`config.mk`:
```
export PLATFORM = sky130hd
export DESIGN_NAME = port_pin_sync_override
export DESIGN_NICKNAME = d
export VERILOG_FILES = /design/src/hw/pin_sync_stage.v /design/src/hw/pin_drive_slice.v /design/src/hw/port_pin_sync_override.v
export VERILOG_INCLUDE_DIRS = /design/src /design/src/inc
export SDC_FILE = /design/constraint.sdc
export NUM_CORES = 1
export LEC_CHECK = 0
export ABC_AREA = 1
export BUFFER_PORTS_ARGS = -buffer_cell sky130_fd_sc_hd__buf_2
export CAP_MARGIN = 25
export CORE_MARGIN = 2
export CORE_UTILIZATION = 40
export DETAILED_ROUTE_END_ITERATION = 6
export HOLD_SLACK_MARGIN = 0.06
export PLACE_DENSITY = 0.7
export SLEW_MARGIN = 20
export SYNTH_ARGS = -nofsm -noshare
export SYNTH_HDL_FRONTEND = slang
export SYNTH_SLANG_ARGS = --single-unit
export TNS_END_PERCENT = 20
```
`constraint.sdc`:
```
create_clock -name core_clk -period 7.3 [get_ports core_clk]
set_input_delay 1.46 -clock core_clk [delete_from_list [all_inputs] [get_ports core_clk]]
set_output_delay 1.46 -clock core_clk [all_outputs]
set_load 0.05 [all_outputs]
```
`src/inc/port_pin_map.vh`:
```
/*
  Constants for the eight-pin port: register offsets on the
  Avalon-MM slave, field positions and reset values.
  Assumes inclusion by bare name from the design files.
*/
`ifndef PORT_PIN_MAP_VH
`define PORT_PIN_MAP_VH

`define PORT_WIDTH        8
`define ADDR_WIDTH        4
`define REG_OUT_VALUE     4'h0
`define REG_DIR           4'h1
`define REG_PIN_INPUT     4'h2
`define REG_CONTROL       4'h3
`define REG_IRQ_FLAGS     4'h4
`define CTRL_PULLUP_OFF   0
`define CTRL_SLEEP        1
`define RST_BYTE          8'h00
`define UNMAPPED_DATA     32'h00000000

`endif

```
`src/hw/pin_sync_stage.v`:
```
/*
  Holds the per-port input synchroniser: a falling-edge stage that keeps
  what a latch open while the clock is high would hold, followed by a
  flop on the next rising edge.
  Assumes the pad levels arrive asynchronously to core_clk.
*/
`timescale 1ns/10ps
`include "port_pin_map.vh"

module pin_sync_stage (
  input  wire       core_clk,    // io clock
  input  wire       sys_rst,     // async reset, active high
  input  wire [7:0] padIn,       // gated pad levels
  output reg  [7:0] syncOut_r    // synchronised pin input bits
);

  reg [7:0] latchQ;

  // closes on the falling edge like the latch; a real latch would race
  // the rising-edge flop below
  always @(negedge core_clk or posedge sys_rst) begin
    if (sys_rst) begin
      latchQ <= `RST_BYTE;
    end else begin
      latchQ <= padIn;
    end
  end

  // flop loads on the following rising edge; total delay half to 1.5 cycles
  always @(posedge core_clk or posedge sys_rst) begin
    if (sys_rst) begin
      syncOut_r <= `RST_BYTE;
    end else begin
      syncOut_r <= latchQ;
    end
  end

endmodule // pin_sync_stage

```
`src/hw/pin_drive_slice.v`:
```
/*
  Holds the combinational override logic of one pin: pull-up, driver
  enable, driven value and digital input gating.
  Assumes override signals come from on-chip logic on the same clock.
*/
`timescale 1ns/10ps

module pin_drive_slice (
  input  wire dirBit,          // direction bit
  input  wire outValueBit,     // output value bit
  input  wire globalPullupOff, // shared pull-up disable
  input  wire sleepClamp,      // shared sleep clamp
  input  wire extIrqEn,        // external interrupt enabled
  input  wire pullOvrEn,       // pull-up override enable
  input  wire pullOvrVal,      // pull-up override value
  input  wire driveOvrEn,      // direction override enable
  input  wire driveOvrVal,     // direction override value
  input  wire valueOvrEn,      // value override enable
  input  wire valueOvrVal,     // value override value
  input  wire inputGateOvrEn,  // input enable override enable
  input  wire inputGateOvrVal, // input enable override value
  input  wire padRaw,          // pad level after input buffer
  output wire pullupEn,        // pull-up on
  output wire driveEn,         // output driver on
  output wire driveVal,        // value driven
  output wire gatedIn          // clamped level before schmitt
);

  wire inputEn;

  // pull-up: override value or {dir,out,off}=010
  assign pullupEn = pullOvrEn ? pullOvrVal
                  : ({dirBit, outValueBit, globalPullupOff} == 3'h2);

  // direction: 1 output, 0 input
  assign driveEn  = driveOvrEn ? driveOvrVal : dirBit;
  assign driveVal = valueOvrEn ? valueOvrVal : outValueBit;

  // irq pins escape the clamp so the pin input bits still see them in sleep
  assign inputEn = inputGateOvrEn ? inputGateOvrVal
                 : (~sleepClamp | extIrqEn);
  assign gatedIn = padRaw & inputEn;

endmodule // pin_drive_slice

```
`src/hw/port_pin_sync_override.v`:
```
/*
  Eight-pin general purpose port with synchroniser, sleep clamp and
  alternate-function overrides, reached over Avalon-MM.
  Assumes pads are resolved outside from enable, value and pull-up.
*/
// The register addresses and the Avalon-MM interface to the registers were chosen for this implementation.
`timescale 1ns/10ps
`include "port_pin_map.vh"

module port_pin_sync_override (
  input  wire        core_clk,          // io clock, 250 MHz
  input  wire        sys_rst,           // async reset, active high
  input  wire [3:0]  address,           // avalon word address
  input  wire        read,              // avalon read
  input  wire        write,             // avalon write
  input  wire [31:0] writedata,         // avalon write data
  input  wire [3:0]  byteenable,        // avalon byte enables
  output reg  [31:0] readdata,          // avalon read data
  output reg         waitrequest,       // avalon wait
  input  wire [7:0]  padIn,             // pad levels, asynchronous
  output reg  [7:0]  padOe,             // pad output enables
  output reg  [7:0]  padOut,            // pad output values
  output reg  [7:0]  padPullupEn,       // pad pull-up enables
  output reg  [7:0]  altFuncInput,      // schmitt level to peripherals
  input  wire [7:0]  extIrqEn,          // ext interrupt enable per pin
  input  wire [7:0]  extIrqAsync,       // pin set to edge/change sense
  input  wire [7:0]  pullOvrEn,         // pull-up override enable
  input  wire [7:0]  pullOvrVal,        // pull-up override value
  input  wire [7:0]  driveOvrEn,        // direction override enable
  input  wire [7:0]  driveOvrVal,       // direction override value
  input  wire [7:0]  valueOvrEn,        // value override enable
  input  wire [7:0]  valueOvrVal,       // value override value
  input  wire [7:0]  toggleOvrEn,       // toggle override pulse
  input  wire [7:0]  inputGateOvrEn,    // input enable override enable
  input  wire [7:0]  inputGateOvrVal,   // input enable override value
  output reg  [7:0]  wakeIrqFlag        // flags set on wake from clamp
);

  reg  [7:0]  outValue_r;
  reg  [7:0]  outValue_nxt;
  reg  [7:0]  dir_r;
  reg  [1:0]  ctrl_r;
  reg  [7:0]  padSync1_r;
  reg  [7:0]  clampHigh_r;
  reg         sleepPrev_r;
  reg  [7:0]  irqFlag_nxt;
  wire [7:0]  pinInput;
  wire [7:0]  gatedIn;
  wire [7:0]  pullupEn;
  wire [7:0]  driveEn;
  wire [7:0]  driveVal;
  wire        pullupOff;
  wire        sleepClamp;
  wire        doWrite;
  wire        lane0;

  // strobes shared by the whole port
  assign doWrite    = write & ~waitrequest;
  assign lane0      = byteenable[0];
  assign pullupOff  = ctrl_r[`CTRL_PULLUP_OFF];
  assign sleepClamp = ctrl_r[`CTRL_SLEEP];

  // register read mux, zero above the byte and for holes
  function [31:0] readMux;
    input [3:0] addr;
    input [7:0] outV;
    input [7:0] dirV;
    input [7:0] pinV;
    input [1:0] ctrlV;
    input [7:0] flagV;
    begin
      case (addr)
        `REG_OUT_VALUE: readMux = {24'h000000, outV};
        `REG_DIR:       readMux = {24'h000000, dirV};
        `REG_PIN_INPUT: readMux = {24'h000000, pinV};
        `REG_CONTROL:   readMux = {30'h00000000, ctrlV};
        `REG_IRQ_FLAGS: readMux = {24'h000000, flagV};
        default:        readMux = `UNMAPPED_DATA;
      endcase
    end
  endfunction

  // eight identical slices
  genvar gi;
  generate
    for (gi = 0; gi < `PORT_WIDTH; gi = gi + 1) begin : gSlice
      pin_drive_slice uSlice (
        .dirBit          (dir_r[gi]),
        .outValueBit     (outValue_r[gi]),
        .globalPullupOff (pullupOff),
        .sleepClamp      (sleepClamp),
        .extIrqEn        (extIrqEn[gi]),
        .pullOvrEn       (pullOvrEn[gi]),
        .pullOvrVal      (pullOvrVal[gi]),
        .driveOvrEn      (driveOvrEn[gi]),
        .driveOvrVal     (driveOvrVal[gi]),
        .valueOvrEn      (valueOvrEn[gi]),
        .valueOvrVal     (valueOvrVal[gi]),
        .inputGateOvrEn  (inputGateOvrEn[gi]),
        .inputGateOvrVal (inputGateOvrVal[gi]),
        .padRaw          (padIn[gi]),
        .pullupEn        (pullupEn[gi]),
        .driveEn         (driveEn[gi]),
        .driveVal        (driveVal[gi]),
        .gatedIn         (gatedIn[gi])
      );
    end
  endgenerate

  // latch plus flop synchroniser feeding the pin input bits
  pin_sync_stage uSync (
    .core_clk  (core_clk),
    .sys_rst   (sys_rst),
    .padIn     (gatedIn),
    .syncOut_r (pinInput)
  );

  // next output value: write, pin-input toggle, override toggle
  always @* begin
    outValue_nxt = outValue_r;
    if (doWrite && lane0 && address == `REG_OUT_VALUE) begin
      outValue_nxt = writedata[7:0];
    end
    if (doWrite && lane0 && address == `REG_PIN_INPUT) begin
      outValue_nxt = outValue_nxt ^ writedata[7:0];
    end
    outValue_nxt = outValue_nxt ^ toggleOvrEn;
  end

  // control registers
  always @(posedge core_clk or posedge sys_rst) begin
    if (sys_rst) begin
      outValue_r <= `RST_BYTE;
      dir_r      <= `RST_BYTE;
      ctrl_r     <= 2'h0;
    end else begin
      outValue_r <= outValue_nxt;
      if (doWrite && lane0 && address == `REG_DIR) begin
        dir_r <= writedata[7:0];
      end
      if (doWrite && lane0 && address == `REG_CONTROL) begin
        ctrl_r <= writedata[1:0];
      end
    end
  end

  // wake flag: clamp forced a high pin low; leaving sleep is the edge
  always @* begin
    irqFlag_nxt = wakeIrqFlag;
    if (doWrite && lane0 && address == `REG_IRQ_FLAGS) begin
      irqFlag_nxt = irqFlag_nxt & ~writedata[7:0];
    end
    if (sleepPrev_r && !sleepClamp) begin
      irqFlag_nxt = irqFlag_nxt | clampHigh_r;
    end
  end

  // pad level for wake detection, two flops before any logic
  always @(posedge core_clk or posedge sys_rst) begin
    if (sys_rst) begin
      padSync1_r   <= `RST_BYTE;
      clampHigh_r  <= `RST_BYTE;
      sleepPrev_r  <= 1'b0;
      wakeIrqFlag  <= `RST_BYTE;
      altFuncInput <= `RST_BYTE;
    end else begin
      padSync1_r   <= padIn;
      clampHigh_r  <= altFuncInput & extIrqAsync & ~extIrqEn;
      sleepPrev_r  <= sleepClamp;
      wakeIrqFlag  <= irqFlag_nxt;
      altFuncInput <= padSync1_r;
    end
  end

  // pad controls registered; reset tri-states and drops pull-ups
  // analog link needs no logic: it joins the pad outside this block
  always @(posedge core_clk or posedge sys_rst) begin
    if (sys_rst) begin
      padOe       <= `RST_BYTE;
      padOut      <= `RST_BYTE;
      padPullupEn <= `RST_BYTE;
    end else begin
      padOe       <= driveEn;
      padOut      <= driveVal;
      padPullupEn <= pullupEn;
    end
  end

  // single-cycle bus answer: one wait cycle, then accept
  always @(posedge core_clk or posedge sys_rst) begin
    if (sys_rst) begin
      waitrequest <= 1'b1;
      readdata    <= `UNMAPPED_DATA;
    end else begin
      waitrequest <= ~((read | write) & waitrequest);
      if ((read | write) && waitrequest) begin
        readdata <= readMux(address, outValue_r, dir_r, pinInput,
                            ctrl_r, wakeIrqFlag);
      end
    end
  end

endmodule // port_pin_sync_override

```
==> flow_metrics.env, run 1 <==
export IMPL_outcome="finished, final reports clean"
export IMPL_setup_viol_count_final=0
export IMPL_rsz0062_at_grt="no"
export IMPL_startpoint_type="input port"
export IMPL_ant_nets=0
export IMPL_synth_area_leaders="dfrtp_1 (50%), nand2_1 (10%), nand3_1 (6.1%)"
export IMPL_vias=3845
export IMPL_p_sw_frac=0.339
export IMPL_totalWireLength_um=11200
export IMPL_antenna_found_initial=1
export IMPL_overflow=0
export IMPL_post_cts_buffers=0
export IMPL_place_congestion=0.828
export IMPL_p_comb_frac=0.229
export IMPL_path_buf_inv=1
export IMPL_synth_most_common_cell="nand2_1"
export IMPL_crit_start="extIrqEn[7]"
export IMPL_synth_ff_latch_count=100
export IMPL_reg2reg_depth=3
export IMPL_track_usage=0.187
export IMPL_final_max_slew_viol_count=0
export IMPL_stdcell_area_sq_mm=0.00564
export IMPL_crit_type="in2reg"
export IMPL_hold_class="reg2reg"
export IMPL_cp_depth=3
export IMPL_r2r_end="uSync.latchQ[0]"
export IMPL_antenna_cells=0
export IMPL_intPower_uw=931
export IMPL_r2r_setup_slack_ps=2250
export IMPL_numClockSinks=100
export IMPL_vdd_drop_max_v=0.000118
export IMPL_total_leakage_power_uw=0.00307
export IMPL_p_per_area_mw_per_mm2=250
export IMPL_ys_top_cells_by_count="nand2_1 (125), dfrtp_1 (91), nand3_1 (55), inv_1 (51), o21ai_0 (39)"
export IMPL_async_flop_share=1.00
export IMPL_worst_pin_slew_ps=846
export IMPL_p_clk_frac=0.314
export IMPL_syn_to_final_growth_pct=24.7
export IMPL_dieArea_sq_mm=0.0122
export IMPL_start_util=0.414
export IMPL_yosysSeqAreaShare=0.553
export IMPL_die_y_um=110
export IMPL_syn_inst=498
export IMPL_seq_power_share=0.457
export IMPL_die_x_um=110
export IMPL_n_fill_cell=1017
export IMPL_critPathMaxFanout=2
export IMPL_grt_pass1_vias=3578
export IMPL_path_cells="buf_2, nor3_1, nor2_1"
export IMPL_post_cts_resize_count=0
export IMPL_dr_pass1_iters=5
export IMPL_synth_top_cell_area_share=0.503
export IMPL_clk_pin_slew_worst_paths_ps=60
export IMPL_skew_ps=7.71
export IMPL_critPathCaptureType="flop"
export IMPL_postPlaceCellArea_sq_mm=0.00534
export IMPL_drive_above_1_share=0.315
export IMPL_worst_endpoint_arrival_ps=1820
export IMPL_synth_ff_type="dfrtp_1"
export IMPL_ys_types=29
export IMPL_grt_max_degree=46
export IMPL_p_sw_uw=477
export IMPL_hpwl_um=8510
export IMPL_crit_required_ps=3840
export IMPL_yosysWarnings=0
export IMPL_slew_headroom=0.435
export IMPL_core_rowCount=38
export IMPL_final_nets=801
export IMPL_cpLargestDelayFamily="simple AND/OR/NAND/NOR gates"
export IMPL_reg2reg_from="ctrl_r[1]"
export IMPL_post_synth_cell_area_avg_sq_um=9.09
export IMPL_cts_tree="built"
export IMPL_dr_first_iter_drc_count=194
export IMPL_synth_area_sq_mm=0.00452
export IMPL_drc=0
export IMPL_clock_path_buffers=2
export IMPL_maxCapViolCount=0
export IMPL_slowest_delay_ps=170
export IMPL_hold_viol=0
export IMPL_clk_latency_ps=340
export IMPL_numCtsBuffers=9
export IMPL_core_sq_mm=0.0109
export IMPL_synth_edf_count=0
export IMPL_fin_setup_tns_ps=0
export IMPL_ios=213
export IMPL_yosysTopAreaCell="dfrtp_1"
export IMPL_cts_root_buf="clkbuf_16"
export IMPL_cts_hold_buffers=0
export IMPL_slowest_stage="nor3_1"
export IMPL_cts_htree_levels=3
export IMPL_endpoint="uSync.latchQ[7]"
export IMPL_routed_via_density=4.77
export IMPL_grt_pass1_wl_um=17200
export IMPL_port_buffer_count=161
export IMPL_post_drt_wl_per_cell_um=13.8
-- logic make-up after synthesis --
group | after synthesis | synth area share
other cells | 1 | 0.000829
flops | 100 | 0.553
simple gates | 240 | 0.244
compound gates | 62 | 0.0794
mux | 8 | 0.0199
buf+inv | 87 | 0.102
-- worst reg2reg max path: cells and delay by family (launching register included) --
kind                   cells  cell delay [ps]
buffers and inverters      1              490
flip-flops                 1              390
AND/OR/NAND/NOR            2              370
-- flip-flops by register name (all words and copies together) (netlist names) --
| register | flops |
|---|---|
| padOe | 8 |
| uSync.syncOut_r | 8 |
| padOut | 8 |
| padPullupEn | 8 |
| outValue_r | 8 |
| dir_r | 8 |
| uSync.latchQ | 8 |
| waitrequest | 1 |
| ctrl_r | 2 |
| clampHigh_r | 8 |
| readdata | 8 |
| padSync1_r | 8 |
| sleepPrev_r | 1 |
| altFuncInput | 8 |
| wakeIrqFlag | 8 |
-- power by group through the flow --
| stage | registers, uW | logic [uW] | clock network [uW] |
|---|---|---|---|
| after floorplan | 750 | 136 | 0 |
| after global placement | 652 | 316 | 0 |
| after detailed placement | 654 | 323 | 0 |
| after CTS | 644 | 324 | 457 |
| after global routing | 650 | 351 | 474 |
| final | 644 | 322 | 441 |
-- cell type report --
class                   instances  area, sq um  share of cell area
clock buffers                  10          239              0.0424
clock inverters                 6         40.0             0.00710
inverters                      52          199              0.0353
multi-input cells             334         1640               0.291
flip-flops and latches        100         2500               0.444
well taps                     140          175              0.0310
repair buffers                164          841               0.149
-- worst min path at each step --
stage               slack (ps)              end  cells after the start     startpoint
floorplan                  330  altFuncInput[0]                      0  padSync1_r[0]
global placement           330  altFuncInput[6]                      0  padSync1_r[6]
detailed placement         330  altFuncInput[7]                      0  padSync1_r[7]
CTS                        350  altFuncInput[7]                      0  padSync1_r[7]
global route               350  altFuncInput[4]                      0  padSync1_r[4]
finish                     350  altFuncInput[7]                      0  padSync1_r[7]
-- layer usage --
layer,routed length (um),GRT usage,up-vias
li1,-,-,1904
met1,4890,0.237,1787
met2,5250,0.315,140
met3,817,0.0335,12
met4,178,0.0813,2
met5,13,0,-
-- stage by stage --
stage               power [uW]   util  setup slack [ps]  std cells  hold slack, ps
finish                    1410  0.516              2020        806             348
global route              1480  0.516              1980        806             349
CTS                       1430  0.514              1810        805             350
detailed placement         977  0.489              1440        789             335
global placement           968  0.489              1490        789             334
floorplan                  885      -              1100        521             331
-- cell usage in the layout (no fill, tap or decap), drive strengths merged --
cell      count
nor2         34
conb         24
nor3         11
nand2       128
nand4         8
clkinvlp      2
dfrtp        91
nand3        59
dfrtn         8
o21ai        54
o41ai         8
buf         164
clkbuf       10
mux2          8
inv          50
clkinv        6
dfstp         1
Note: power is estimated with default switching activity, not from simulation.
==> run 2, diff against run 1 <==
- PLACE_DENSITY: 0.7 -> 0.73
- clock period: 7.3 -> 4.5 ns (I/O delays scaled with it)
==> flow_metrics.env, run 2 (same netlist as run 1, synthesis figures left out) <==
export IMPL_crit_type="reg2reg"
export IMPL_maxCapViolCount=0
export IMPL_ios=213
export IMPL_totalWireLength_um=11300
export IMPL_r2r_setup_slack_ps=1050
export IMPL_drc=0
export IMPL_syn_to_final_growth_pct=24.9
export IMPL_critPathCaptureType="flop"
export IMPL_cts_root_buf="clkbuf_16"
export IMPL_core_sq_mm=0.0109
export IMPL_ant_nets=0
export IMPL_rsz0062_at_grt="no"
export IMPL_dr_first_iter_drc_count=210
export IMPL_p_per_area_mw_per_mm2=407
export IMPL_mostFrequentLayoutCells="buf_2 (161), nand2_1 (125), dfrtp_1 (91)"
export IMPL_worst_pin_slew_ps=704
export IMPL_grt_pass1_vias=3735
export IMPL_post_cts_resize_count=0
export IMPL_dr_pass1_iters=5
export IMPL_die_x_um=110
export IMPL_vdd_drop_max_v=0.000186
export IMPL_cts_htree_levels=3
export IMPL_place_worst_setup_slack_ps=822
export IMPL_worst_slack_ps=1050
export IMPL_post_cts_buffers=0
export IMPL_die_y_um=110
export IMPL_reg2reg_depth=4
export IMPL_worst_endpoint_arrival_ps=1390
export IMPL_vias=3859
export IMPL_final_common_cell="buf_2"
export IMPL_r2r_end="uSync.latchQ[7]"
export IMPL_start_util=0.414
export IMPL_clk_pin_slew_worst_paths_ps=70
export IMPL_crit_required_ps=2440
export IMPL_cts_hold_buffers=0
export IMPL_final_max_slew_viol_count=0
export IMPL_numClockSinks=100
export IMPL_overflow=0
export IMPL_reg2reg_from="ctrl_r[1]"
export IMPL_numCtsBuffers=9
export IMPL_hold_class="reg2reg"
export IMPL_n_fill_cell=1007
export IMPL_grt_max_degree=36
export IMPL_clock_path_buffers=2
export IMPL_outcome="finished, final reports clean"
export IMPL_hpwl_um=8590
export IMPL_drive_above_1_share=0.317
export IMPL_total_leakage_power_uw=0.00308
export IMPL_final_nets=803
export IMPL_core_rowCount=38
export IMPL_startpoint_type="flop"
export IMPL_routed_via_density=4.78
export IMPL_post_drt_wl_per_cell_um=14.0
export IMPL_skew_ps=7.37
export IMPL_place_congestion=0.836
export IMPL_clk_latency_ps=340
export IMPL_cts_tree="built"
export IMPL_track_usage=0.192
export IMPL_slew_headroom=0.530
export IMPL_hold_viol=0
export IMPL_critPathMaxFanout=13
export IMPL_antenna_found_initial=0
export IMPL_dieArea_sq_mm=0.0122
export IMPL_setup_viol_count_final=0
export IMPL_min_to="altFuncInput[0]"
export IMPL_fin_setup_tns_ps=0
export IMPL_grt_pass1_wl_um=17700
export IMPL_port_buffer_count=161
export IMPL_hold_depth=0
export IMPL_min_from="padSync1_r[0]"
export IMPL_antenna_cells=0
[run 2: cell count changes in the layout (fill, tap and decap cells not counted)]
cell      before  now
clkbuf_8       1    0
buf_4          2    5
inv_8          0    1
clkinv_2       3    1
inv_6          0    2
buf_12         1    0
[run 2: metrics by stage]
step                area (sq um)  total power, uW   util  hold slack (ps)  std cells
finish                      5650             2300  0.517              354        808
global route                5650             2420  0.517              357        808
CTS                         5650             2330  0.517              356        808
detailed placement          5370             1590  0.491              341        792
global placement            5370             1570  0.491              335        792
floorplan                   4610             1440      -              331        521
[run 2: cell type report]
| cell class | count | area [sq um] | share of cell area |
|---|---|---|---|
| clock buffer | 9 | 225 | 0.0399 |
| clock inverter | 7 | 58.8 | 0.0104 |
| inverter | 52 | 199 | 0.0352 |
| multi-input combinational | 334 | 1640 | 0.291 |
| sequential | 100 | 2500 | 0.443 |
| tap | 140 | 175 | 0.0310 |
| timing repair buffer | 166 | 843 | 0.149 |
[run 2: how the worst max path moves through the flow]
stage                     start               to  slack [ps]  cells past startpoint
floorplan               sys_rst  uSync.latchQ[0]         260                      1
finish                ctrl_r[1]  uSync.latchQ[7]        1050                      4
global placement    extIrqEn[4]  uSync.latchQ[4]         850                      3
CTS                   ctrl_r[1]  uSync.latchQ[7]        1040                      4
global route          ctrl_r[1]  uSync.latchQ[5]         970                      4
detailed placement  extIrqEn[7]  uSync.latchQ[7]         820                      3
[run 2: where the power goes]
part	total [uW]	internal (uW)	switching, uW
logic	526	133	392
clock network	733	384	349
registers	1040	988	55.2
[run 2: routing by layer]
metal | GRT usage | wire, um
met3 | 0.0435 | 1030
met5 | 0 | 0
met1 | 0.241 | 4670
met4 | 0.0723 | 216
met2 | 0.322 | 5360
[run 2: critical path, stage by stage, from the launching register on]
cell and delay (ps):
dfrtp_1 390, clkinv_1 190, buf_4 240, nor3_1 150, nor2_1 60
==> run 3, diff against run 2 <==
- ABC_AREA: 1 -> 0
- PLACE_DENSITY: 0.73 -> 0.7
- clock period: 4.5 -> 3.3 ns (I/O delays scaled with it)
==> flow_metrics.env, run 3 <==
export IMPL_synth_top_cell_area_share=0.490
export IMPL_synth_most_common_cell="dfrtp_1"
export IMPL_grt_max_degree=56
export IMPL_start_util=0.409
export IMPL_clk_pin_slew_worst_paths_ps=70
export IMPL_ys_types=48
export IMPL_core_rowCount=39
export IMPL_hold_viol=0
export IMPL_dr_pass1_iters=4
export IMPL_clk_latency_ps=350
export IMPL_synth_area_leaders="dfrtp_1 (49%), mux2_2 (4.4%), dfrtn_1 (4.3%)"
export IMPL_rsz0062_at_grt="no"
export IMPL_antenna_cells=0
export IMPL_worst_endpoint_arrival_ps=1190
export IMPL_yosysWarnings=0
export IMPL_total_leakage_power_uw=0.00291
export IMPL_yosysSeqAreaShare=0.538
export IMPL_critPathMaxFanout=12
export IMPL_drc=0
export IMPL_post_synth_cell_area_avg_sq_um=10.5
export IMPL_synth_area_sq_mm=0.00465
export IMPL_setup_viol_count_final=0
export IMPL_synth_ff_type="dfrtp_1"
export IMPL_synth_ff_latch_count=100
export IMPL_cpLargestDelayFamily="flip-flops"
export IMPL_r2r_setup_slack_ps=620
export IMPL_final_nets=739
export IMPL_grt_pass1_vias=3826
export IMPL_stdcell_area_sq_mm=0.00577
export IMPL_postLayoutCoreUtil=0.508
export IMPL_outcome="finished, final reports clean"
export IMPL_post_cts_buffers=0
export IMPL_maxCapViolCount=0
export IMPL_slowest_delay_ps=660
export IMPL_die_y_um=112
export IMPL_crit_type="reg2reg"
export IMPL_place_congestion=0.828
export IMPL_numClockSinks=100
export IMPL_ios=213
export IMPL_syn_inst=441
export IMPL_synth_edf_count=0
export IMPL_critPathCaptureType="flop"
export IMPL_dieArea_sq_mm=0.0125
export IMPL_report_power_total_uw=3590
export IMPL_antenna_found_initial=0
export IMPL_dr_first_iter_drc_count=169
export IMPL_async_flop_share=1.00
export IMPL_hold_class="in2async"
export IMPL_reg2reg_from="ctrl_r[1]"
export IMPL_mostFrequentLayoutCells="buf_2 (161), dfrtp_1 (91), nand2_1 (51)"
export IMPL_p_per_area_mw_per_mm2=623
export IMPL_cts_hold_buffers=0
export IMPL_die_x_um=112
export IMPL_startpoint_type="flop"
export IMPL_cts_root_buf="clkbuf_16"
export IMPL_overflow=0
export IMPL_grt_pass1_wl_um=18700
export IMPL_final_common_cell="buf_2"
export IMPL_slew_headroom=0.512
export IMPL_final_max_slew_viol_count=0
export IMPL_cts_tree="built"
export IMPL_track_usage=0.189
export IMPL_reg2reg_depth=1
export IMPL_seqCellArea_sq_mm=0.00250
export IMPL_hpwl_um=8670
export IMPL_worst_pin_slew_ps=731
export IMPL_multi_input_area_sq_mm=0.00184
export IMPL_yosysTopAreaCell="dfrtp_1"
export IMPL_path_buf_inv=0
export IMPL_routed_via_density=5.11
export IMPL_totalWireLength_um=11800
export IMPL_path_cells="a31oi_1"
export IMPL_syn_to_final_growth_pct=24.1
export IMPL_vdd_drop_max_v=0.000308
export IMPL_cts_htree_levels=3
export IMPL_clock_path_buffers=2
export IMPL_drive_above_1_share=0.368
export IMPL_crit_required_ps=1810
export IMPL_post_drt_wl_per_cell_um=15.8
export IMPL_ant_nets=0
export IMPL_n_fill_cell=1054
export IMPL_vias=3818
export IMPL_port_buffer_count=161
export IMPL_skew_ps=9.61
export IMPL_ys_top_cells_by_count="dfrtp_1 (91), nand2_1 (51), a21oi_1 (34), inv_1 (32), o21ai_0 (29)"
export IMPL_post_cts_resize_count=0
export IMPL_r2r_end="uSync.latchQ[5]"
export IMPL_numCtsBuffers=9
export IMPL_core_sq_mm=0.0114
export IMPL_slowest_stage="dfrtp_1"
export IMPL_postPlaceCellArea_sq_mm=0.00550
## run 3: changes by cell type in the layout (fill, tap and decap cells not counted), sizes merged, moves of 10 or more
cell,delta
inv,-22
nor2,-28
nand3,-51
mux2,+12
and3,+10
nand2,-77
o21ai,-22
a21oi,+34
a22o,+12
## run 3: report_power, final
| part | switching (uW) | internal [uW] | total (uW) |
|---|---|---|---|
| clock network | 454 | 527 | 980 |
| registers | 154 | 1400 | 1560 |
| logic | 725 | 331 | 1060 |
## run 3: worst max path at each step
stage,startpoint,end,slack [ps],depth (start not counted)
after floorplan,sys_rst,uSync.latchQ[0],-100,1
after global placement,inputGateOvrEn[5],uSync.latchQ[5],460,4
after detailed placement,inputGateOvrEn[5],uSync.latchQ[5],460,4
after CTS,ctrl_r[1],uSync.latchQ[5],560,1
after global routing,ctrl_r[1],uSync.latchQ[5],520,1
final,ctrl_r[1],uSync.latchQ[5],620,1
## run 3: kinds of logic (layout without fill, tap and decap cells)
| kind of cell | count (synthesis) | in the layout | share of synthesized area |
|---|---|---|---|
| AO/OA/AOI/OAI | 112 | 112 | 0.153 |
| multiplexers | 24 | 24 | 0.0578 |
| buffers and inverters | 76 | 216 | 0.0853 |
| flip-flops | 100 | 100 | 0.538 |
| other | 1 | 24 | 0.000806 |
| XOR/XNOR | 1 | 1 | 0.00188 |
| AND/OR/NAND/NOR | 127 | 127 | 0.163 |
## run 3: area by class of cell
| cell class | instances | area share |
|---|---|---|
| clock buffer | 11 | 0.0421 |
| clock inverter | 5 | 0.00477 |
| inverter | 32 | 0.0215 |
| multi-input combinational | 288 | 0.318 |
| sequential | 100 | 0.434 |
| tap | 143 | 0.0310 |
| timing repair buffer | 168 | 0.149 |
## run 3: layer usage
layer | share of wire | GRT usage | vias up
li1 | - | - | 1832
met1 | 0.42 | 0.241 | 1832
met2 | 0.49 | 0.307 | 135
met3 | 0.068 | 0.0479 | 19
met4 | 0.020 | 0.0840 | 0
met5 | 0 | 0 | -
## run 3: through the flow
| stage | hold slack (ps) | std cells | TNS [ps] | setup slack [ps] |
|---|---|---|---|---|
| after detailed placement | 335 | 731 | 0 | 456 |
| after CTS | 350 | 747 | 0 | 558 |
| final | 331 | 747 | 0 | 623 |
| after global routing | 354 | 747 | 0 | 525 |
| after floorplan | 331 | 464 | -814 | -102 |
| after global placement | 334 | 731 | 0 | 458 |
